`config.mk`:
```
export PLATFORM = sky130hd
export DESIGN_NAME = ictim_top
export DESIGN_NICKNAME = d
export VERILOG_FILES = /design/src/logic/ictim_pkg.sv /design/src/logic/ictim_top.sv /design/src/logic/ictim_mode_rom.sv
export SDC_FILE = /design/constraint.sdc
export NUM_CORES = 1
export LEC_CHECK = 0
export ABC_AREA = 1
export BUFFER_PORTS_ARGS = -buffer_cell sky130_fd_sc_hd__buf_2
export CAP_MARGIN = 30
export CORE_MARGIN = 5
export CORE_UTILIZATION = 58
export CTS_BUF_LIST = sky130_fd_sc_hd__clkbuf_4 sky130_fd_sc_hd__clkbuf_8
export DETAILED_ROUTE_END_ITERATION = 16
export PLACE_DENSITY = 0.89
export SETUP_SLACK_MARGIN = 0.15
export SLEW_MARGIN = 20
export SYNTH_ARGS = -nofsm -noshare
export SYNTH_HDL_FRONTEND = slang
export SYNTH_HIERARCHICAL = 1
export SYNTH_SLANG_ARGS = --single-unit
```
`constraint.sdc`:
```
create_clock -name i_core_clk -period 7.3 [get_ports i_core_clk]
set_clock_uncertainty 0.05 [all_clocks]
set_input_delay 0.73 -clock i_core_clk [delete_from_list [all_inputs] [get_ports i_core_clk]]
set_output_delay 0.73 -clock i_core_clk [all_outputs]
set_load 0.02 [all_outputs]
```
`src/logic/ictim_pkg.sv`:
```
package ictim_pkg;
   // Clock periods and memory cycle times in nanoseconds.
   localparam int CLK_PERIOD_NS = 250;
   localparam int MEM_RAM_NS = 725;
   localparam int MEM_ECC_NS = 825;
   localparam int MAP_ADD_NS = 75;
   localparam int CORE_PERIOD_NS = 10;
   // Core cycles per instruction-processor clock.
   localparam int CPU_DIV = CLK_PERIOD_NS / CORE_PERIOD_NS;
   localparam logic [7:0] CPU_DIV_M1 = 8'(CPU_DIV - 1);
   localparam int CNT_W = 16;

   // Instruction classes that the timing model distinguishes.
   typedef enum logic [2:0] {
      ICTIM_OP_GENERIC,
      ICTIM_OP_ABS,
      ICTIM_OP_SER_OUT,
      ICTIM_OP_SER_IN,
      ICTIM_OP_XOP
   } ictim_op_e;

   // Base costs of the special instructions (clocks, memory cycles).
   localparam logic [7:0] ABS_CLK = 8'h05;
   localparam logic [7:0] ABS_POS_MEM = 8'h02;
   localparam logic [7:0] ABS_NEG_MEM = 8'h03;
   localparam logic [7:0] SOUT_CLK = 8'h04;
   localparam logic [7:0] SOUT_MEM = 8'h02;
   localparam logic [7:0] SIN_SHORT_CLK = 8'h12;
   localparam logic [7:0] SIN_LONG_CLK = 8'h18;
   localparam logic [7:0] SIN_MEM = 8'h03;
   localparam logic [4:0] SIN_SHORT_MAX = 5'h08;
   localparam logic [7:0] XOP_HW_CLK = 8'h03;
   localparam logic [7:0] XOP_HW_MEM = 8'h02;
   localparam logic [7:0] XOP_SW_CLK = 8'h07;
   localparam logic [7:0] XOP_SW_MEM = 8'h07;

   // One instruction's description as presented at fetch.
   typedef struct packed {
      ictim_op_e op;
      logic [7:0] base_clk;
      logic [7:0] base_mem;
      logic src_neg;
      logic [4:0] bit_count;
      logic xop_hw;
      logic [7:0] xop_hw_clk;
      logic use_sa;
      logic use_so;
      logic use_do;
      logic do_mov;
      logic [1:0] ts;
      logic s_zero;
      logic [1:0] td;
      logic d_zero;
   } ictim_instr_s;

   // Accounted cost of one instruction.
   typedef struct packed {
      logic [CNT_W-1:0] clk_cycles;
      logic [CNT_W-1:0] mem_cycles;
      logic [31:0] time_ns;
   } ictim_cost_s;
endpackage : ictim_pkg

```
`src/logic/ictim_top.sv`:
```
`timescale 1ns/1ps
// Functional notes
// - Count execution in whole 250 ns clocks.
// - Time is clocks times period plus memory cycles times memory cycle time.
// - Charge base cost plus used mode increments.
// - Absolute value costs 5,2 or 5,3.
// - Serial output costs 4,2 plus one per bit.
// - Serial input 18,3 or 24,3 plus bits.
// - Extended op hardware 3,2+module, software 7,7.
module ictim_top
   import ictim_pkg::*;
(
   // Clock and reset.
   input wire logic i_core_clk,
   input wire logic i_srst,
   // Instruction presented at fetch.
   input wire logic i_fetch,
   input wire ictim_pkg::ictim_instr_s i_instr,
   // Memory configuration.
   input wire logic i_ecc_mem,
   input wire logic i_map_en,
   // Results.
   output ictim_pkg::ictim_cost_s o_cost,
   output logic o_done,
   output logic o_cpu_tick
);
   import ictim_pkg::*;

   typedef enum {ST_IDLE, ST_SA, ST_SO, ST_DO, ST_SUM} ictim_state_e;

   ictim_state_e state;
   ictim_instr_s ins;
   logic [7:0] div_cnt;
   logic [CNT_W-1:0] clk_acc;
   logic [CNT_W-1:0] mem_acc;
   logic [1:0] rom_sel;
   logic [1:0] rom_t;
   logic rom_zero;
   logic [7:0] rom_inc;
   logic [7:0] mem_ns;
   // High in the cycle after ST_SUM, when the destination increment has landed.
   logic sum_q;

   // Widening add used for both counters.
   function automatic logic [CNT_W-1:0] acc_add(input logic [CNT_W-1:0] a,
                                                input logic [7:0] b);
      acc_add = a + {8'h00, b};
   endfunction : acc_add

   // clock enable divider
   // The instruction clock is a one-cycle enable derived from the core clock.
   always_ff @(posedge i_core_clk) begin
      if (i_srst) begin
         div_cnt <= 8'h00;
         o_cpu_tick <= 1'b0;
      end else begin
         o_cpu_tick <= (div_cnt == CPU_DIV_M1);
         div_cnt <= (div_cnt == CPU_DIV_M1) ? 8'h00 : div_cnt + 8'h01;
      end
   end

   // Mode table lookup runs one state ahead of the accounting step.
   always_comb begin
      rom_sel = 2'h0;
      rom_t = ins.ts;
      rom_zero = ins.s_zero;
      case (state)
         ST_SO: begin
            rom_sel = 2'h1;
         end
         ST_DO: begin
            rom_sel = ins.do_mov ? 2'h3 : 2'h2;
            rom_t = ins.td;
            rom_zero = ins.d_zero;
         end
         default: begin
            rom_sel = 2'h0;
         end
      endcase
   end

   ictim_mode_rom u_rom (
      .i_core_clk(i_core_clk),
      .i_sel(rom_sel),
      .i_t(rom_t),
      .i_zero(rom_zero),
      .o_inc(rom_inc)
   );

   // memory cycle time
   // Only the module type and mapping option set the memory cycle length.
   always_comb begin
      mem_ns = i_ecc_mem ? 8'(MEM_ECC_NS / 5) : 8'(MEM_RAM_NS / 5);
      if (i_map_en) begin
         mem_ns = mem_ns + 8'(MAP_ADD_NS / 5);
      end
   end

   // Sequencer: capture, add each used increment, then total the time.
   always_ff @(posedge i_core_clk) begin
      if (i_srst) begin
         state <= ST_IDLE;
         ins <= '0;
      end else begin
         case (state)
            ST_IDLE: begin
               if (i_fetch) begin
                  ins <= i_instr;
                  state <= ST_SA;
               end
            end
            ST_SA: state <= ST_SO;
            ST_SO: state <= ST_DO;
            ST_DO: state <= ST_SUM;
            ST_SUM: state <= ST_IDLE;
            default: state <= ST_IDLE;
         endcase
      end
   end

   // Cycle accumulators; the table result lags the state by one cycle.
   always_ff @(posedge i_core_clk) begin
      if (i_srst) begin
         clk_acc <= '0;
         mem_acc <= '0;
      end else if (state == ST_IDLE && i_fetch) begin
         clk_acc <= '0;
         mem_acc <= '0;
         case (i_instr.op)
            ICTIM_OP_ABS: begin
               clk_acc <= {8'h00, ABS_CLK};
               mem_acc <= {8'h00, i_instr.src_neg ? ABS_NEG_MEM : ABS_POS_MEM};
            end
            ICTIM_OP_SER_OUT: begin
               clk_acc <= acc_add({8'h00, SOUT_CLK}, {3'h0, i_instr.bit_count});
               mem_acc <= {8'h00, SOUT_MEM};
            end
            ICTIM_OP_SER_IN: begin
               clk_acc <= acc_add({8'h00, (i_instr.bit_count <= SIN_SHORT_MAX) ?
                  SIN_SHORT_CLK : SIN_LONG_CLK}, {3'h0, i_instr.bit_count});
               mem_acc <= {8'h00, SIN_MEM};
            end
            ICTIM_OP_XOP: begin
               clk_acc <= i_instr.xop_hw ?
                  acc_add({8'h00, XOP_HW_CLK}, i_instr.xop_hw_clk) : {8'h00, XOP_SW_CLK};
               mem_acc <= {8'h00, i_instr.xop_hw ? XOP_HW_MEM : XOP_SW_MEM};
            end
            default: begin
               clk_acc <= {8'h00, i_instr.base_clk};
               mem_acc <= {8'h00, i_instr.base_mem};
            end
         endcase
      end else if (state == ST_SO && ins.use_sa || state == ST_DO && ins.use_so ||
                   state == ST_SUM && ins.use_do) begin
         clk_acc <= acc_add(clk_acc, {4'h0, rom_inc[7:4]});
         mem_acc <= acc_add(mem_acc, {4'h0, rom_inc[3:0]});
      end
   end

   // execution time
   // Publish the totals once the last increment has landed.
   // The destination increment is added on the ST_SUM edge, so publishing on that
   // same edge would drop it; the publish waits one more cycle instead.
   always_ff @(posedge i_core_clk) begin
      if (i_srst) begin
         o_cost <= '0;
         o_done <= 1'b0;
         sum_q <= 1'b0;
      end else begin
         o_done <= 1'b0;
         sum_q <= (state == ST_SUM);
         if (sum_q) begin
            o_done <= 1'b1;
            o_cost.clk_cycles <= clk_acc;
            o_cost.mem_cycles <= mem_acc;
            o_cost.time_ns <= 32'(clk_acc) * 32'(CLK_PERIOD_NS) +
                              32'(mem_acc) * 32'(mem_ns) * 32'h5;
         end
      end
   end
endmodule : ictim_top

```
`src/logic/ictim_mode_rom.sv`:
```
`timescale 1ns/1ps
// Address mode increment table, registered output.
module ictim_mode_rom (
   // Clock.
   input wire logic i_core_clk,
   // Lookup.
   input wire logic [1:0] i_sel,
   input wire logic [1:0] i_t,
   input wire logic i_zero,
   // Result: clocks in high nibble, memory cycles in low nibble.
   output logic [7:0] o_inc
);
   // Rows: 0 source address, 1 source operand, 2 destination, 3 destination of a move.
   logic [7:0] next_inc;

   always_comb begin
      next_inc = 8'h00;
      case ({i_sel, i_t})
         4'h0: next_inc = 8'h00;
         4'h1: next_inc = 8'h01;
         4'h2: next_inc = i_zero ? 8'h11 : 8'h32;
         4'h3: next_inc = 8'h12;
         4'h4: next_inc = 8'h01;
         4'h5: next_inc = 8'h02;
         4'h6: next_inc = i_zero ? 8'h12 : 8'h33;
         4'h7: next_inc = 8'h13;
         4'h8: next_inc = 8'h11;
         4'h9: next_inc = 8'h12;
         4'hA: next_inc = i_zero ? 8'h12 : 8'h33;
         4'hB: next_inc = 8'h23;
         4'hC: next_inc = 8'h20;
         4'hD: next_inc = 8'h21;
         4'hE: next_inc = i_zero ? 8'h21 : 8'h42;
         4'hF: next_inc = 8'h32;
         default: next_inc = 8'h00;
      endcase
   end

   // Registered so the read data comes out of a flip-flop.
   always_ff @(posedge i_core_clk) begin
      o_inc <= next_inc;
   end
endmodule : ictim_mode_rom

```
Yosys cells after proc, flatten, opt, wreduce, memory -nomap -nowiden
Index checks and enable logic that the tools add are counted.
W data, S select, Z words.
{ "classes": {"add_sub_neg": 8, "n_mul": 3, "n_div": 0, "magnitude_cmp": 1, "eq_ne": 27, "shift": 0, "mux": 23, "n_bitwise": 0, "n_reduce_logical": 15} }
{ "op_table": {"columns": ["cell", "count"], "rows": [
  ["$pmux W32 S4", 1],
  ["$pmux W8 S13", 1],
  ["$eq A32 B2 Y1 const B", 2],
  ["$eq A32 B3 Y1 const B", 2],
  ["$logic_not A32 Y1", 2],
  ["$mux W16", 4],
  ["$pmux W9 S4", 1],
  ["$add A16 B4 Y16", 2],
  ["$eq A32 B1 Y1 const B", 1],
  ["$eq A32 B4 Y1 const B", 1],
  ["$eq A4 B4 Y1 const B", 8],
  ["$mux W32", 1],
  ["$pmux W8 S4", 1],
  ["$add A24 B27 Y28", 1],
  ["$mul A24 B3 Y27 const B", 1],
  ["$mul A16 B8 Y24", 1],
  ["$mul A16 B7 Y23 const B", 1],
  ["$mux W6", 3],
  ["$eq A4 B3 Y1 const B", 4],
  ["$add A2 B8 Y9 const A", 1],
  ["$mux W9", 1],
  ["$add A8 B1 Y8 const B", 1],
  ["$add A8 B4 Y8 const B", 1],
  ["$eq A4 B2 Y1 const B", 2],
  ["other kinds (22)", 33]
]} }
{ "word_totals": {"register_bits": 157, "latchBits": 0, "ram_bits": 0, "romBits": 0, "in_bits": 49, "out_inout_bits": 66, "word_cells": 96, "n_memories": 0} }

Logic depth before layout (Yosys ltp)
{ "logic_depth": {"ltp_word": 6, "mapped_depth": 41, "ltp_nobuf": 37} }

Cells and area by module
The synthesis kept the hierarchy.
{ "by_module_without_submodules": {"columns": ["mod", "instances", "cells_each", "area_per_inst_um2", "seq_area_each_um2"], "rows": [
  ["ictim_top", 1, 2087, 14333.7, 2302.2],
  ["ictim_mode_rom", 1, 43, 287.8, 100.1]
]} }

Least setup slack after synthesis
Ideal clock, no wire load.
{ "synth_timing": {"path_type": "in2reg", "startpoint": "input i_map_en", "endpoint": "register o_cost[18] in the netlist's numbering", "setup_time_ns": 0.115, "arrival_time_ns": 7.085, "required_time_ns": 7.135, "path_slack_ns": 0.049, "stages": 33, "n_path_buf": 3, "cell_sequence": "clkbuf_1 clkbuf_1 inv_1 ha_1 clkbuf_1 nor2_1 ha_1 inv_1 fa_1 inv_1 fa_1 inv_1 fa_1 inv_1 ha_1 a21oi_1 o21ai_0 nor2_1 o21ai_1 xor2_1 ha_1 inv_1 fa_1 inv_1 ha_1 nand2_1 inv_1 a21oi_1 nor2_1 nor2_1 a21oi_1 o21ai_0 inv_1"} }
{ "synth_via": {"elab_chain_cells": 4} }
{ "synth_rtl": {"columns": ["item", "line", "text"], "rows": [
  ["start, declared", "ictim_top.sv:21", "input wire logic i_map_en,"],
  ["$mux W8", "ictim_top.sv:94", "if (i_map_en) begin"],
  ["$mul A16 B8 Y24", "ictim_top.sv:177", "32'(mem_acc) * 32'(mem_ns) * 32'h5;"],
  ["$mul A24 B3 Y27", "ictim_top.sv:177", null],
  ["$add A24 B27 Y28", "ictim_top.sv:176", "o_cost.time_ns <= 32'(clk_acc) * 32'(CLK_PERIOD_NS) +"],
  ["end, declared", "ictim_top.sv:23", "output ictim_pkg::ictim_cost_s o_cost,"]
]} }
Every way passes these cells.
A chain may end at the register's enable or synchronous reset.

Worst setup path in the final report
{ "layout_timing": {"startpoint": "input i_map_en", "endpoint": "register o_cost[20] in the netlist's numbering"} }
Same word-level chain as after synthesis.

==> impl_metrics.ini <==
[power_and_ir_drop]
power.density_nw_per_um2 = 298
power.total_mw = 4.72
p_seq_share_pct = 15.3
p_leak_nw = 9.10
power_switching_mw = 2.63
intPower_mw = 2.09
swShare_pct = 55.8
pwr-share-clk_pct = 13.1
peakVddDrop_mv = 0.321
power_frac_comb_pct = 71.5

[clock_tree]
cts-root-buf = clkbuf_8
cts_resized = 0
cts_sinks = 120
cts_tree = yes
path_clk_slew_ns = 0.09
cts_max_level = 4
postCtsSetupBuffers = 0
hold_buffers = 0
cts_buffer_depth = 2
cts_buffers = 17
clk_latency_ns = 0.47

[yosys]
synth_edf_count = 0
syn_avg_cell_area_um2 = 6.86
syn_inst = 2130
ys_top_cells_by_area = ha_1 (17%), dfxtp_1 (16%), fa_1 (16%)
async_flop_share_pct = 0
synth_top_area_cell = ha_1
synth_top_cell_area_share_pct = 16.8
yosys_most_used_dff = dfxtp_1
ys_types = 44
netlist_top_cells_count = inv_1 (473), nand2_1 (415), nor2_1 (242)
syn-cell-area_um2 = 14600
yosys_warnings = 6
seq_area_frac_synth_pct = 16.4
ys_ff_latch = 120
synth_most_common_cell = inv_1

[drt]
wl_per_cell_um = 14.6
via_per_inst = 5.38
drt_iter0_markers = 1015
drc = 0
num_vias = 13800
ant_nets = 0
finalWirelength_mm = 37.3
firstDrtPassIters = 6

[finish]
register_area_um2 = 2410
nFillCells = 2171
layout-drive-gt1-share_pct = 7.97
multi_input_area_um2 = 10200
layout.nets = 2582
final_area_um2 = 15800
num_antenna_cells = 0
instances_no_fill = 2564
final_util_pct = 63.2
area_delta_synth_final_pct = 8.14

[grt]
grt_pass1_wl_mm = 62.1
grt_usage_pct = 26.3
grt_pass1_vias = 13300
overflow = 0
antenna_found_initial = 1
grt_max_degree = 61

[floorplanning]
initial_core_util_pct = 58.4
die_area_um2 = 28500
die_h_um = 169
core_area_um2 = 25000
fp.dieW_um = 169
rows = 58
boundaryPins = 115

[placement]
placed_area_um2 = 15400
placed_cells = 2532
place_congestion = 0.944
pre_cts_slack_ns = 0.0399
hpwl_mm = 30.4
io_buffers = 109

[hold_path]
min_path_cells = 2
hold_path_class = reg -> reg

[critical_path]
cp_max_fo = 12
path_class = in -> reg
critPathArrivalTime_ns = 7.15
cpMaxStageDelayCell = fa_1
start_kind = input port
cp.required_ns = 7.62
slowest_delay_ns = 0.55
reg2regPathDepth = 32
cp-end-kind = flip-flop
cpMostUsedCell = nand2_1

[timing]
setup_viol = 0
hold_viol_final = 0
timing.final.crit_share_pct = 93.5
rsz0062_at_grt = no
fmax_mhz = 146
maxSlewHeadroom_pct = 50.8
hold_slack_ns = 0.437
fin_ws_ns = 0.471
tightest_slew_ns = 0.738
slew_violations = 0
fin_crit_ns = 6.83
setup-tns-final_ns = 0

[run_status]
outcome = complete, no violations

[run]
maxCapViolations = 0
## flip-flops by register name (all words and copies together) (netlist names)
name         cells
div_cnt          8
u_rom/o_inc      5
o_cpu_tick       1
ins             10
state            3
mem_acc         16
o_done           1
o_cost          59
clk_acc         16
sum_q            1
## cell families (layout without fill, tap and decap cells)
logic type | Yosys count | in the layout | synth area share, %
adders and majority gates | 312 | 312 | 32.7
buffers and inverters | 529 | 627 | 14.0
xor gates and xnor gates | 43 | 43 | 2.58
DFF | 120 | 120 | 16.4
AOI/OAI and AO/OA | 286 | 286 | 10.3
other | 2 | 8 | 0.0514
and+or+nand+nor | 838 | 838 | 24.0
## placed cells by master (no fill, tap or decap), types with 15 or more instances in the layout
cell type and instances:
inv_1 472, nand2_1 415, nor2_1 240, ha_1 195, a21oi_1 123, o21ai_0 121
dfxtp_1 119, fa_1 116, buf_2 109, nand3_1 91, nand4_1 32, xor2_1 28
nor3_1 26, clkbuf_8 17, xnor2_1 15
## final timing paths
check / startpoint / end / slack (ns)
max: i_map_en / o_cost[20] / 0.47
min: o_cost[10] / o_cost[10] / 0.44
max reg2reg: mem_acc[7] / o_cost[20] / 0.71
min reg2reg: o_cost[10] / o_cost[10] / 0.44
## worst max-delay path, delay by kind of cell
family / cells / cell delay [ns]
adder cells (fa/ha/maj): 9 / 3.67
AND/OR/NAND/NOR: 13 / 1.14
AO/OA/AOI/OAI: 4 / 0.89
buffers and inverters: 9 / 0.72
## layer usage
layer  routed length (um)  up-vias  track usage (%)
li1                     -     6798                -
met1                15600     6444             34.4
met2                18400      480             44.7
met3                 2410       69             4.11
met4                  879        2             8.65
met5                   19        -                0
## final cells by class
| cell class | instances | area share, % |
|---|---|---|
| Clock buffer | 17 | 1.48 |
| Clock inverter | 15 | 0.942 |
| Timing Repair Buffer | 118 | 3.88 |
| Multi-Input combinational cell | 1487 | 64.5 |
| Tap cell | 330 | 2.61 |
| Inverter | 477 | 11.3 |
| Sequential cell | 120 | 15.2 |
## power groups by stage
| stage | logic (mW) | registers (mW) | clock network [mW] |
|---|---|---|---|
| floorplan | 2.56 | 0.730 | 0 |
| global placement | 3.25 | 0.737 | 0 |
| detailed placement | 3.30 | 0.738 | 0 |
| CTS | 3.34 | 0.723 | 0.625 |
| global route | 3.87 | 0.729 | 0.662 |
| finish | 3.38 | 0.724 | 0.620 |
Note: power is estimated with default switching activity, not from simulation.
